## src/rtl/cmc_map.vh

```
// Constants for the charger mode controller
// Overview of operation
// - Leave ship after input valid or ship pin low for over 32 ms
// - Always pass through idle hold before charge or OTG mode
// - Enter ship when input and battery both fall below 1 V
// - Ship request bit stays set for 1 s, then ship entered, bit cleared
// - Writing 0 to ship request before 1 s cancels pending entry
// - Ship pin high for 32 ms enters ship at once, no delay
// - Ship pin tied low: start in ship, after 32 ms go idle hold
// - Idle hold keeps converter off; aux regulator follows its enable bit
// - Stay in idle hold while no mode is enabled
// - Return to idle hold on mode disable or idle hold bit set
// - Over 160 C disables converter and latches thermal fault flag
// - Converter restarts below 130 C; thermal flag clears on read
// - Switch over current limit turns switch off for that cycle
// - Eight consecutive limit cycles latch converter off in either mode
// - Latch cleared by disable bit or idle hold; bit disables latch-off
// - Host kicks watchdog; on expiry fault state, converter disabled
// - Each kick restarts watchdog timer; kick bit self-clears
// - Timeout field selects 80 s to 320 s; 00 disables watchdog
// - Watchdog off and cleared in idle hold; starts on active entry
// - Charge only entered from idle hold; OTG wins simultaneous request
// - Charge request from enable pin high or override bit set
// - Idle hold bit set blocks charge and OTG modes
// - In charge only pin+override low, idle hold bit, watchdog expiry, or ship end it
`ifndef CMC_MAP_VH
`define CMC_MAP_VH
`define CMC_CLK_HZ 100000000
`define CMC_QUAL_MS 32
`define CMC_QUAL_CYC (`CMC_CLK_HZ / 1000 * `CMC_QUAL_MS)
`define CMC_SHIP_DLY_S 1
`define CMC_SHIP_DLY_CYC (`CMC_CLK_HZ * `CMC_SHIP_DLY_S)
`define CMC_WDT_UNIT_S 80
// Sized factor keeps the product in 40 bits; 32-bit integer math would wrap
`define CMC_WDT_UNIT_CYC (40'd1 * `CMC_CLK_HZ * `CMC_WDT_UNIT_S)
`define CMC_OC_TRIPS 4'h8
`define CMC_ST_SHIP 3'h0
`define CMC_ST_IDLE 3'h1
`define CMC_ST_CHARGE 3'h2
`define CMC_ST_OTG 3'h3
`define CMC_ST_FAULT 3'h4
`define CMC_WDT_OFF 2'h0
`endif

```

## src/rtl/cmc_qual.v

```verilog
// Continuous-level qualifier: pulses once a level has held a full interval
`timescale 1ns/1ps
module cmc_qual #(
  parameter [31:0] CYCLES = 32'd3200000
) (
  input wire ref_clk_in,
  input wire rst_in,
  input wire ce_in,
  input wire level_in,
  output reg done_out
);
  reg [31:0] count;
  always @(posedge ref_clk_in or posedge rst_in)
  begin
    if (rst_in)
    begin
      count <= 32'h0;
      done_out <= 1'b0;
    end
    else if (ce_in)
    begin
      done_out <= 1'b0;
      if (!level_in)
        count <= 32'h0;
      else if (count < CYCLES)
      begin
        count <= count + 32'h1;
        // One pulse per qualified interval; held level does not retrigger
        if (count == CYCLES - 32'h1)
          done_out <= 1'b1;
      end
    end
  end
endmodule

```

## src/rtl/cmc_top.v

```verilog
// Operating-mode controller for a battery charger
`timescale 1ns/1ps
`include "cmc_map.vh"
module cmc_top #(
  parameter [31:0] QUAL_CYCLES = `CMC_QUAL_CYC,
  parameter [31:0] SHIP_DLY_CYCLES = `CMC_SHIP_DLY_CYC,
  parameter [39:0] WDT_UNIT_CYCLES = `CMC_WDT_UNIT_CYC
) (
  input wire ref_clk_in,
  input wire rst_in,
  input wire ce_in,
  input wire vin_valid_in,
  input wire supplies_low_in,
  input wire ship_pin_in,
  input wire charge_enable_pin_in,
  input wire otg_request_pin_n_in,
  input wire otg_request_bit_in,
  input wire charge_override_bit_in,
  input wire idle_hold_bit_in,
  input wire ship_request_wr_in,
  input wire ship_request_wdata_in,
  input wire watchdog_kick_wr_in,
  input wire [1:0] watchdog_timeout_field_in,
  input wire regulator_enable_bit_in,
  input wire switch_limit_select_in,
  input wire overcurrent_latch_disable_in,
  input wire over_temp_in,
  input wire temp_recovered_in,
  input wire thermal_flag_rd_in,
  input wire cycle_end_in,
  input wire sw_current_85_in,
  input wire sw_current_10_in,
  output reg [2:0] mode_out,
  output reg converter_enable_out,
  output reg switch_off_out,
  output reg aux_regulator_enable_out,
  output reg ship_request_bit_out,
  output reg watchdog_kick_bit_out,
  output reg watchdog_expired_out,
  output reg thermal_fault_flag_out,
  output reg overcurrent_latch_out
);
  reg [2:0] state;
  reg [2:0] next_state;
  reg [31:0] ship_count;
  reg [41:0] wdt_count;
  reg [3:0] oc_run;
  reg thermal_hold;
  reg cycle_tripped;
  wire vin_qual;
  wire pin_low_qual;
  wire pin_high_qual;
  wire limit_hit;
  wire charge_request;
  wire otg_request;
  wire ship_fire;
  wire wdt_fire;
  wire wdt_enabled;

  // Converts the timeout code to a cycle count, 01/10/11 = 1x/2x/4x unit
  function [41:0] wdt_limit;
    input [1:0] code;
    begin
      case (code)
        2'h1: wdt_limit = {2'h0, WDT_UNIT_CYCLES};
        2'h2: wdt_limit = {1'b0, WDT_UNIT_CYCLES, 1'b0};
        2'h3: wdt_limit = {WDT_UNIT_CYCLES, 2'h0};
        default: wdt_limit = 42'h0;
      endcase
    end
  endfunction

  function is_active;
    input [2:0] st;
    begin
      is_active = (st == `CMC_ST_CHARGE) || (st == `CMC_ST_OTG);
    end
  endfunction

  cmc_qual #(
    .CYCLES(QUAL_CYCLES)
  ) u_vin_qual (
    .ref_clk_in(ref_clk_in),
    .rst_in(rst_in),
    .ce_in(ce_in),
    .level_in(vin_valid_in),
    .done_out(vin_qual)
  );

  cmc_qual #(
    .CYCLES(QUAL_CYCLES)
  ) u_pin_low_qual (
    .ref_clk_in(ref_clk_in),
    .rst_in(rst_in),
    .ce_in(ce_in),
    .level_in(!ship_pin_in),
    .done_out(pin_low_qual)
  );

  cmc_qual #(
    .CYCLES(QUAL_CYCLES)
  ) u_pin_high_qual (
    .ref_clk_in(ref_clk_in),
    .rst_in(rst_in),
    .ce_in(ce_in),
    .level_in(ship_pin_in),
    .done_out(pin_high_qual)
  );

  assign charge_request = charge_enable_pin_in || charge_override_bit_in;
  assign otg_request = !otg_request_pin_n_in || otg_request_bit_in;
  assign ship_fire = ship_request_bit_out && (ship_count >= SHIP_DLY_CYCLES - 32'h1);
  assign wdt_enabled = watchdog_timeout_field_in != `CMC_WDT_OFF;
  assign wdt_fire = wdt_enabled && is_active(state) && !watchdog_kick_wr_in
    && (wdt_count >= wdt_limit(watchdog_timeout_field_in) - 42'h1);
  assign limit_hit = switch_limit_select_in ? sw_current_10_in : sw_current_85_in;

  always @*
  begin
    next_state = state;
    case (state)
      `CMC_ST_SHIP:
      begin
        // Ship only ever exits to idle hold
        if (vin_qual || pin_low_qual)
          next_state = `CMC_ST_IDLE;
      end
      `CMC_ST_IDLE:
      begin
        if (!idle_hold_bit_in)
        begin
          if (otg_request)
            next_state = `CMC_ST_OTG;
          else if (charge_request)
            next_state = `CMC_ST_CHARGE;
        end
      end
      `CMC_ST_CHARGE:
      begin
        // OTG controls are ignored here
        if (idle_hold_bit_in || !charge_request)
          next_state = `CMC_ST_IDLE;
      end
      `CMC_ST_OTG:
      begin
        if (idle_hold_bit_in || !otg_request)
          next_state = `CMC_ST_IDLE;
      end
      `CMC_ST_FAULT:
      begin
        // Leaves to idle hold once the host backs off, or straight to ship on ship entry
        if (idle_hold_bit_in || (!charge_request && !otg_request))
          next_state = `CMC_ST_IDLE;
      end
      default:
        next_state = `CMC_ST_SHIP;
    endcase
    if (state != `CMC_ST_SHIP)
    begin
      if (wdt_fire && is_active(state))
        next_state = `CMC_ST_FAULT;
      // Ship entry overrides every other mode
      if (supplies_low_in || ship_fire || pin_high_qual)
        next_state = `CMC_ST_SHIP;
    end
  end

  always @(posedge ref_clk_in or posedge rst_in)
  begin
    if (rst_in)
    begin
      state <= `CMC_ST_SHIP;
      mode_out <= `CMC_ST_SHIP;
      ship_count <= 32'h0;
      ship_request_bit_out <= 1'b0;
      watchdog_kick_bit_out <= 1'b0;
      wdt_count <= 42'h0;
      watchdog_expired_out <= 1'b0;
      thermal_fault_flag_out <= 1'b0;
      thermal_hold <= 1'b0;
      oc_run <= 4'h0;
      cycle_tripped <= 1'b0;
      overcurrent_latch_out <= 1'b0;
      switch_off_out <= 1'b0;
      converter_enable_out <= 1'b0;
      aux_regulator_enable_out <= 1'b0;
    end
    else if (ce_in)
    begin
      state <= next_state;
      mode_out <= next_state;

      // Countdown runs only while the request bit is set; a 0 write cancels
      if (ship_request_wr_in)
      begin
        ship_request_bit_out <= ship_request_wdata_in;
        ship_count <= 32'h0;
      end
      else if (ship_fire || state == `CMC_ST_SHIP)
      begin
        ship_request_bit_out <= 1'b0;
        ship_count <= 32'h0;
      end
      else if (ship_request_bit_out)
        ship_count <= ship_count + 32'h1;

      // Kick bit reads 1 for one cycle, then clears itself
      watchdog_kick_bit_out <= watchdog_kick_wr_in;
      if (!is_active(state) || !wdt_enabled || watchdog_kick_wr_in)
        wdt_count <= 42'h0;
      else if (!wdt_fire)
        wdt_count <= wdt_count + 42'h1;
      if (wdt_fire)
        watchdog_expired_out <= 1'b1;
      else if (watchdog_kick_wr_in || !wdt_enabled || next_state == `CMC_ST_IDLE)
        watchdog_expired_out <= 1'b0;

      // Detection wins over a read in the same cycle
      if (over_temp_in)
        thermal_fault_flag_out <= 1'b1;
      else if (thermal_flag_rd_in)
        thermal_fault_flag_out <= 1'b0;
      if (over_temp_in)
        thermal_hold <= 1'b1;
      else if (temp_recovered_in)
        thermal_hold <= 1'b0;

      // Per-cycle trip memory ends at the cycle boundary
      if (cycle_end_in)
        cycle_tripped <= 1'b0;
      else if (limit_hit && is_active(state))
        cycle_tripped <= 1'b1;
      switch_off_out <= !cycle_end_in && (cycle_tripped || (limit_hit && is_active(state)));
      if (cycle_end_in)
      begin
        if (cycle_tripped && is_active(state))
          oc_run <= (oc_run == `CMC_OC_TRIPS) ? oc_run : oc_run + 4'h1;
        else
          oc_run <= 4'h0;
      end
      if (overcurrent_latch_disable_in || state == `CMC_ST_IDLE)
      begin
        overcurrent_latch_out <= 1'b0;
        oc_run <= 4'h0;
      end
      else if (cycle_end_in && cycle_tripped && oc_run == `CMC_OC_TRIPS - 4'h1)
        overcurrent_latch_out <= 1'b1;

      // Converter runs only in an active mode with no protection holding it
      converter_enable_out <= is_active(next_state) && !over_temp_in
        && !thermal_hold && !overcurrent_latch_out;
      aux_regulator_enable_out <= (next_state != `CMC_ST_SHIP) && regulator_enable_bit_in;
    end
  end
endmodule

```

## config.mk

```make
export PLATFORM = sky130hd
export DESIGN_NAME = cmc_top
export DESIGN_NICKNAME = d
export VERILOG_FILES = /design/src/rtl/cmc_qual.v /design/src/rtl/cmc_top.v
export VERILOG_INCLUDE_DIRS = /design/src /design/src/rtl
export SDC_FILE = /design/constraint.sdc
export NUM_CORES = 1
export LEC_CHECK = 0
export BUFFER_PORTS_ARGS = -buffer_cell sky130_fd_sc_hd__buf_2
export CAP_MARGIN = 20
export CORE_MARGIN = 2
export CORE_UTILIZATION = 45
export DETAILED_ROUTE_END_ITERATION = 10
export REMOVE_ABC_BUFFERS = 1
export SLEW_MARGIN = 15
export SYNTH_ARGS = -nofsm -noshare
export SYNTH_HDL_FRONTEND = slang
export SYNTH_SLANG_ARGS = --single-unit
```

## constraint.sdc

```tcl
create_clock -name ref_clk_in -period 7.63 [get_ports ref_clk_in]
set_clock_uncertainty 0.05 [all_clocks]
set_input_delay 0.3815 -clock ref_clk_in [delete_from_list [all_inputs] [get_ports ref_clk_in]]
set_output_delay 0.3815 -clock ref_clk_in [all_outputs]
set_load 0.005 [all_outputs]
```

==> flow_summary.yaml, run 1 <==
logic_synthesis:
  synth_xor_xnor_area_share_pct: 8.64
  synth-compound-area-share_pct: 9.99
  synth_area_leaders: "dfrtp_1, nor2_1, xor2_1"
  synth_simple_gate_area_share_pct: 26.2
  yosysMostFrequentCell: "dfrtp_1"
  ys_ff_latch: 190
  synth_top_area_share_pct: 46.9
  synth_edf_count: 0
  synth_top_family_by_area: "simple AND/OR/NAND/NOR gates"
  syn_inst: 1084
  syn_area_um2: 10100
  asyncSetResetFlopFracSynth_pct: 100
  synth-seq-area-share_pct: 46.9
  yosys_warnings: 0
  synth_commonest_cells: "dfrtp_1, nor2_1, nand2_1"
  avgSynthCellArea_um2: 9.35
  ys.flop_type: "dfrtp_1"
  synth.largest_area_cell: "dfrtp_1"
  post_synth_mux_area_share_pct: 0.420
  post_synth_num_cell_types: 66
  synth_fa_ha_area_share_pct: 5.56
grt:
  overflow: 0
  grt_pass1_vias: 7496
  grt_max_degree: 113
  grt_usage_pct: 18.9
  antenna_found_initial: 1
  grt_pass1_wl_um: 37000
cells_and_area:
  final_core_util_pct: 51.0
  design_area_um2: 11200
  drive_gt1_share_pct: 8.88
  final_nets: 1183
  syn2layout_area_growth_pct: 10.6
  instances_no_fill: 1407
setup_path:
  crit_type: "in2reg"
  reg2reg_slack_ns: 4.19
  cp-start-kind: "input port"
  crit_chain: "buf_2 -> inv_1 -> ha_1 -> inv_1 -> ha_1 -> a21oi_1 -> o21ai_0 -> a221oi_2 -> o22ai_2 -> nor4_4 -> nand3_2 -> or3_1 -> a21oi_1"
  ff2ff_path_depth: 9
  slowest_stage: "nor4_4"
  max_stage_delay_ns: 0.83
  path_buf_inv: 3
  cpLargestDelayFamily: "simple AND/OR/NAND/NOR gates"
  r2r_end: "wdt_count[22]"
  required_ns: 7.94
  arrival_ns: 4.02
  cp_max_fo: 16
  r2r_start: "wdt_count[19]"
  end_kind: "flip-flop"
timing:
  finalCriticalPeriod_ns: 3.72
  hold_violations: 0
  slew_headroom_pct: 36.0
  rsz0062_at_grt: "false"
  timing.setup.tns_ns: 0
  tightest_slew_ns: 0.953
  fmax_mhz: 269
  finalMaxSlewViolations: 0
  setup_viol: 0
  period_share_pct: 48.7
die:
  floorplan.core_area_um2: 22000
  pin_count: 36
  dieArea_um2: 23700
  dieWidth_um: 154
  start_util_pct: 46.1
  die_h_um: 154
  row_count: 54
pwr:
  total_power_mw: 2.05
  p_per_area_nw_per_um2: 183
  leakagePower_nw: 5.03
  ir_drop_uv: 142
routing:
  met3_length_um: 662
  drtIter0Drc: 464
  dr.pass1.iters: 6
  drc_errors: 0
  vias_per_cell: 5.53
  routed_wl_um: 21900
  wl_per_cell_um: 15.5
  met2WireLength_um: 10100
  vias: 7776
  drt-met1-wl_um: 10900
  top_layer: "met4"
  antenna_left: 0
hold_path:
  min_path_type: "in2async"
clock_network:
  post_cts_buffers: 0
  htreeDepth: 4
  post_cts_resized: 0
  clkSlewWorstSetupHoldPaths_ns: 0.08
  cts_root_buf: "clkbuf_16"
  hold_buffers: 0
  cts_sinks: 190
  tritoncts: "built"
  clk_latency_ns: 0.43
  cts_max_path_buffers: 2
  cts_buffers: 17
placement:
  place_area_um2: 10600
  place_hpwl_um: 14900
  place.gp.congestion: 0.851
  dp.cells: 1373
  numPortBuffers: 35
status:
  outcome: "finished, final reports clean"
run:
  cap_violations: 0
==> per-stage QoR <==
stage	hold WS [ns]	setup WS, ns
after floorplan	0.386	2.03
after global placement	0.419	3.64
after detailed placement	0.417	3.47
after CTS	0.0877	3.92
after global routing	0.118	3.58
final	0.0232	3.91
==> cells by family (layout without fill, tap and decap cells) <==
| family | after synthesis | after routing |
|---|---|---|
| and+or+nand+nor | 531 | 531 |
| DFF | 190 | 190 |
| AOI/OAI and AO/OA | 157 | 157 |
| xor gates and xnor gates | 100 | 100 |
| buffers and inverters | 57 | 99 |
| adders and majority gates | 45 | 45 |
| muxes | 4 | 4 |
| other | 0 | 1 |
==> sequential cells by signal (all words and copies together) (netlist names), 3 cells and up <==
name                   cells
wdt_count                 42
ship_count                32
u_pin_high_qual.count     32
u_pin_low_qual.count      32
u_vin_qual.count          32
oc_run                     4
state                      3
==> area by class of cell <==
type,count,area [um^2]
Multi-Input combinational cell,837,5170
Timing Repair Buffer,44,270
Sequential cell,190,4750
Clock buffer,17,425
Tap cell,280,350
Antenna cell,1,2.50
Clock inverter,15,145
Inverter,23,93.8
Fill cell,2031,10700
==> metal layers <==
| layer | track usage [%] | up-vias |
|---|---|---|
| li1 | - | 3892 |
| met3 | 3.95 | 17 |
| met2 | 30.6 | 82 |
| met4 | 4.36 | 0 |
| met5 | 0 | - |
| met1 | 26.3 | 3785 |
==> how the worst max path moves through the flow <==
stage	start	endpoint	slack [ns]	cells after the start
6_report	watchdog_timeout_field_in[1]	wdt_count[22]	3.91	13
5_1_grt	watchdog_timeout_field_in[1]	wdt_count[22]	3.58	13
4_1_cts	watchdog_timeout_field_in[1]	wdt_count[22]	3.92	13
3_5_place_dp	watchdog_timeout_field_in[1]	wdt_count[22]	3.47	13
3_3_place_gp	watchdog_timeout_field_in[1]	wdt_count[32]	3.64	13
2_1_floorplan	rst_in	aux_regulator_enable_out	2.03	1
==> power breakdown <==
group	switching [mW]	internal [mW]	total (mW)
clock	0.434	0.436	0.870
sequential	0.0196	1.02	1.04
combinational	0.0916	0.0454	0.137
total	0.545	1.50	2.05
==> layout by cell type (no fill, tap or decap), types with 4 or more instances in the layout <==
cell type  count
nor4_1        20
a31oi_1       10
and4_1         8
dfrtp_1      190
o21a_1         5
buf_2         35
ha_1          45
and3_1        29
nor2_1       172
clkinv_4       4
or3_1         18
nand2_1       86
buf_4          7
xor2_1        65
xnor2_1       35
inv_8          8
o31ai_1        8
o21ai_0       45
a21oi_1       46
and2_1        18
a22o_1         7
nor3_1        22
inv_1         22
nor2b_1       15
nand3_1       72
nand4_1       41
o21ai_1        5
clkbuf_16     17
==> worst reg2reg max path, stage by stage (launching register included) <==
cell,delay (ns)
dfrtp_1,0.47
ha_1,0.36
a21oi_1,0.18
o21ai_1,0.11
a2111oi_2,0.44
a21oi_2,0.19
nor4_4,0.75
nand3_2,0.28
or3_1,0.41
a21oi_1,0.14
Note: power is estimated with default switching activity, not from simulation.
==> inputs of run 2 (changes only) <==
==> constraint.sdc (replaced) <==
create_clock -name ref_clk_in -period 3.65 [get_ports ref_clk_in]
set_clock_uncertainty 0.05 [all_clocks]
set_input_delay 0.1825 -clock ref_clk_in [delete_from_list [all_inputs] [get_ports ref_clk_in]]
set_output_delay 0.1825 -clock ref_clk_in [all_outputs]
set_load 0.005 [all_outputs]
==> flow_summary.yaml, run 2 (synthesis results as in run 1) <==
pwr:
  ir_drop_uv: 268
  leakagePower_nw: 5.06
  p_per_area_nw_per_um2: 377
routing:
  antenna_left: 0
  routed_wl_um: 21900
  drtIter0Drc: 354
  drc_errors: 0
  dr.pass1.iters: 4
  vias: 7816
  wl_per_cell_um: 15.5
  vias_per_cell: 5.52
timing:
  slew_headroom_pct: 44.9
  setup_viol: 0
  period_share_pct: 77.3
  finalMaxSlewViolations: 0
  fmax_mhz: 354
  hold_violations: 0
  tightest_slew_ns: 0.827
  rsz0062_at_grt: "false"
  finalCriticalPeriod_ns: 2.82
setup_path:
  reg2reg_slack_ns: 0.86
  cp_max_fo: 8
  end_kind: "flip-flop"
  crit_type: "in2reg"
  ff2ff_path_depth: 10
  path_buf_inv: 3
  r2r_start: "wdt_count[19]"
  arrival_ns: 3.13
  crit_chain: "buf_2 -> inv_1 -> ha_1 -> inv_1 -> ha_1 -> a21oi_1 -> o21ai_0 -> a221oi_2 -> o22ai_2 -> nor4_4 -> nand3_2 -> or3_1 -> a21oi_1"
  cp-start-kind: "input port"
  required_ns: 3.96
  r2r_end: "wdt_count[15]"
  cpLargestDelayFamily: "compound AO/OA/AOI/OAI gates"
  max_stage_delay_ns: 0.38
  slowest_stage: "or3_1"
clock_network:
  htreeDepth: 4
  cts_max_path_buffers: 2
  clk_latency_ns: 0.44
  cts_sinks: 190
  cts_root_buf: "clkbuf_16"
  tritoncts: "built"
  clkSlewWorstSetupHoldPaths_ns: 0.07
  post_cts_resized: 0
  post_cts_buffers: 0
  cts_buffers: 17
grt:
  grt_pass1_vias: 7699
  grt_max_degree: 119
  grt_pass1_wl_um: 38100
  overflow: 0
  grt_usage_pct: 19.6
  antenna_found_initial: 1
hold_path:
  whs_path_depth: 2
  min_path_type: "in2reg"
  hold_end: "u_vin_qual.count[4]"
  hold_path_startpoint: "vin_valid_in"
status:
  outcome: "finished, final reports clean"
die:
  row_count: 54
  die_h_um: 154
  pin_count: 36
  floorplan.core_area_um2: 22000
  dieArea_um2: 23700
  dieWidth_um: 154
  start_util_pct: 46.1
cells_and_area:
  drive_gt1_share_pct: 9.06
  largest_reg_flops: 42
  syn2layout_area_growth_pct: 11.2
  layout_common_cells: "dfrtp_1, nor2_1, nand2_1"
  instances_no_fill: 1417
  regMostFlops: "wdt_count"
  final_common_cell: "dfrtp_1"
  final_nets: 1196
  final_core_util_pct: 51.3
  num-fill-cells: 2099
  diodes: 0
placement:
  dp.cells: 1379
  place.gp.congestion: 0.845
  numPortBuffers: 35
  place_hpwl_um: 15200
run:
  cap_violations: 0
-- run 2: cell count changes in the layout (fill, tap and decap cells not counted), sizes merged --
cell,change
buf,+5
bufinv,+1
clkinvlp,+1
diode,-1
dlygate4sd3,+8
inv,-4
-- run 2: layout make-up --
class	instances	area, um^2	share of cell area (%)
timing repair buffer	57	373	3.31
inverter	23	93.8	0.833
multi-input combinational	837	5160	45.8
tap	280	350	3.11
sequential	190	4750	42.2
clock buffer	17	425	3.77
clock inverter	13	115	1.02
-- run 2: through the flow --
step           setup slack, ns  hold WS, ns  total power [mW]  TNS [ns]  area [um^2]
6_report                 0.827       0.0347              4.24         0        11300
5_1_grt                  0.539       0.0522              4.42         0        11300
4_1_cts                  0.812       0.0227              4.30         0        11300
3_5_place_dp             0.352        0.372              2.51         0        10700
3_3_place_gp             0.462        0.373              2.51         0        10700
2_1_floorplan            -1.75        0.217              2.39   -333.07         9990
-- run 2: what timing repair did --
action / in CTS / in global routing
hold endpoints to repair: 122 / 0
hold buffers: 8 / 0
endpoints found under the setup margin: 0 / 0
-- run 2: worst max-delay path by stage --
stage	endpoint	depth (start not counted)	slack [ns]	startpoint
6_report	wdt_count[40]	13	0.83	watchdog_timeout_field_in[1]
5_1_grt	wdt_count[40]	13	0.54	watchdog_timeout_field_in[1]
4_1_cts	wdt_count[15]	10	0.81	wdt_count[19]
3_5_place_dp	wdt_count[40]	13	0.35	watchdog_timeout_field_in[1]
3_3_place_gp	wdt_count[18]	14	0.46	watchdog_timeout_field_in[1]
2_1_floorplan	aux_regulator_enable_out	1	-1.75	rst_in
-- run 2: where the power goes --
part / internal [mW] / total [mW] / switching [mW]
clock: 0.935 / 1.77 / 0.834
combinational: 0.0998 / 0.293 / 0.193
sequential: 2.14 / 2.18 / 0.0421
total: 3.17 / 4.24 / 1.07
-- run 2: per-layer routing --
layer  routed length [um]  share of wire (%)  track usage [%]  vias to the layer above
li1                     -                  -                -                     3923
met1                11000                 50             28.1                     3790
met2                10100                 46             31.1                       83
met3                  567                2.6             3.41                       18
met4                  215               0.98             4.98                        2
met5                   16              0.073                0                        -
==> inputs of run 3 (changes only) <==
--- a/config.mk
+++ b/config.mk
@@ -6,6 +6,7 @@
 export SDC_FILE = /design/constraint.sdc
 export NUM_CORES = 1
 export LEC_CHECK = 0
+export ABC_AREA = 1
 export BUFFER_PORTS_ARGS = -buffer_cell sky130_fd_sc_hd__buf_2
 export CAP_MARGIN = 20
 export CORE_MARGIN = 2
==> constraint.sdc (replaced) <==
create_clock -name ref_clk_in -period 2.7 [get_ports ref_clk_in]
set_clock_uncertainty 0.05 [all_clocks]
set_input_delay 0.135 -clock ref_clk_in [delete_from_list [all_inputs] [get_ports ref_clk_in]]
set_output_delay 0.135 -clock ref_clk_in [all_outputs]
set_load 0.005 [all_outputs]
==> flow_summary.yaml, run 3 <==
routing:
  routed_wl_um: 29100
  top_layer: "met4"
  antenna_left: 0
  dr.pass1.iters: 5
  wl_per_cell_um: 14.8
  drtIter0Drc: 690
  met3_length_um: 1330
  vias: 10300
  met2WireLength_um: 13600
  drc_errors: 0
  vias_per_cell: 5.27
  drt-met1-wl_um: 13700
die:
  dieWidth_um: 164
  start_util_pct: 45.8
  die_h_um: 164
  row_count: 58
  dieArea_um2: 26800
  floorplan.core_area_um2: 25100
  pin_count: 36
placement:
  dp.cells: 1916
  place_hpwl_um: 21200
  place.gp.congestion: 0.965
  numPortBuffers: 35
logic_synthesis:
  syn_inst: 1534
  syn_area_um2: 11500
  synth_commonest_cells: "nand2_1, nor2_1, inv_1"
  ys_ff_latch: 190
  synth.largest_area_cell: "dfrtp_1"
  avgSynthCellArea_um2: 7.49
  asyncSetResetFlopFracSynth_pct: 100
  synth_area_leaders: "dfrtp_1, nand2_1, nor2_1"
  ys.flop_type: "dfrtp_1"
  yosys_warnings: 0
  yosysMostFrequentCell: "nand2_1"
  synth_edf_count: 0
  synth_top_area_share_pct: 41.4
  post_synth_num_cell_types: 52
  synth-seq-area-share_pct: 41.4
pwr:
  ir_drop_uv: 334
  leakagePower_nw: 5.82
  p_per_area_nw_per_um2: 453
cells_and_area:
  final_nets: 1688
  layout_common_cells: "nand2_1, nor2_1, inv_1"
  diodes: 0
  final_common_cell: "nand2_1"
  syn2layout_area_growth_pct: 13.5
  drive_gt1_share_pct: 9.20
  largest_reg_flops: 42
  regMostFlops: "wdt_count"
  instances_no_fill: 1961
timing:
  hold_violations: 0
  period_share_pct: 92.8
  slew_headroom_pct: 56.0
  tightest_slew_ns: 0.655
  setup_viol: 0
  fmax_mhz: 399
  finalMaxSlewViolations: 0
  rsz0062_at_grt: "false"
  whs_ns: 0.0445
  finalCriticalPeriod_ns: 2.51
clock_network:
  cts_sinks: 190
  cts_root_buf: "clkbuf_16"
  clk_latency_ns: 0.43
  htreeDepth: 4
  cts_max_path_buffers: 2
  post_cts_buffers: 0
  cts_buffers: 17
  tritoncts: "built"
  clkSlewWorstSetupHoldPaths_ns: 0.08
setup_path:
  arrival_ns: 2.82
  cpLargestDelayFamily: "simple AND/OR/NAND/NOR gates"
  crit_type: "reg2reg"
  required_ns: 3.01
  crit_chain: "ha_1 -> nand2_1 -> nand2_1 -> nand2_1 -> nand2_1 -> a21oi_1 -> nand2_1 -> nor2_2 -> a21oi_4 -> nor2_4 -> buf_12 -> nand4_1 -> o21ai_2"
  max_stage_delay_ns: 0.45
  cp_max_fo: 22
  path_buf_inv: 1
  slowest_stage: "dfrtp_1"
  path_common_cell: "nand2_1"
  end_kind: "flip-flop"
  cp-start-kind: "flip-flop"
grt:
  grt_pass1_vias: 9778
  overflow: 0
  antenna_found_initial: 0
  grt_max_degree: 85
  grt_pass1_wl_um: 48800
  grt_usage_pct: 22.6
status:
  outcome: "finished, final reports clean"
run:
  cap_violations: 0
hold_path:
  min_path_type: "in2reg"
run 3: cell types whose count changed in the layout (fill, tap and decap cells not counted), moves of 28 or more:
cell,before,now
xnor2_1,35,7
nor3_1,22,61
inv_1,22,197
buf_4,13,46
nand2_1,86,337
nor2_1,172,226
run 3: cell type report:
cell class / instances / area (um^2)
clock buffer: 17 / 425
multi-input combinational: 1106 / 5790
clock inverter: 15 / 181
fill: 2485 / 12100
timing repair buffer: 96 / 701
sequential: 190 / 4750
tap: 330 / 413
inverter: 207 / 785
run 3: path summary, 6_finish.rpt:
path	end	start	slack (ns)	cells after the start
max in group asynchronous	oc_run[2]	rst_in	1.63	4
worst max-delay path	wdt_count[13]	wdt_count[35]	0.19	13
worst min register to register	u_pin_low_qual.count[29]	u_pin_low_qual.count[29]	0.44	2
worst max register to register	wdt_count[13]	wdt_count[35]	0.19	13
worst min-delay path	aux_regulator_enable_out	regulator_enable_bit_in	0.04	4
min in group asynchronous	wdt_count[1]	rst_in	0.27	3
run 3: kinds of logic (layout without fill, tap and decap cells):
family	Yosys count	in the layout	synth area share [%]
AOI/OAI and AO/OA	181	181	9.51
xor gates and xnor gates	63	63	4.80
adders and majority gates	45	45	4.90
buffers and inverters	239	335	8.36
DFF	190	190	41.4
muxes	1	1	0.0871
and+or+nand+nor	815	816	31.0
run 3: through the flow:
stage | setup TNS (ns) | power (mW) | setup slack, ns | cell area (um^2) | util [%]
final | 0 | 5.91 | 0.195 | 13100 | 52.0
after global routing | 0 | 6.15 | 0.0126 | 13100 | 52.0
after CTS | 0 | 5.98 | 0.0377 | 13000 | 51.9
after detailed placement | -9.41 | 3.32 | -0.373 | 12300 | 49.0
after global placement | -6.01 | 3.31 | -0.266 | 12300 | 49.0
after floorplan | -504.81 | 3.16 | -2.66 | 11300 | -
run 3: routing by layer:
| layer | up-vias | track usage (%) |
|---|---|---|
| li1 | 5197 | - |
| met1 | 4855 | 31.7 |
| met2 | 241 | 37.2 |
| met3 | 33 | 3.33 |
| met4 | 0 | 5.02 |
| met5 | - | 0 |
run 3: where the power goes:
group | leakage, nW | switching [mW] | internal (mW)
Sequential | 2.64 | 0.0246 | 2.87
Combinational | 2.89 | 0.263 | 0.116
Clock | 0.293 | 1.23 | 1.40
Total | 5.82 | 1.52 | 4.39
run 3: repair_timing:
item	in CTS	in global routing
resized for setup	0	1
endpoints found under the hold margin	90	0
hold buffers	12	0
setup endpoints to repair	0	31
run 3: worst register-to-register path: stages, from the launching register on:
cell,delay [ns]
dfrtp_1,0.45
ha_1,0.34
nand2_1,0.07
nand2_1,0.05
nand2_1,0.06
nand2_1,0.05
a21oi_1,0.16
nand2_1,0.09
nor2_2,0.15
a21oi_4,0.12
nor2_4,0.41
buf_12,0.23
nand4_1,0.13
o21ai_2,0.09
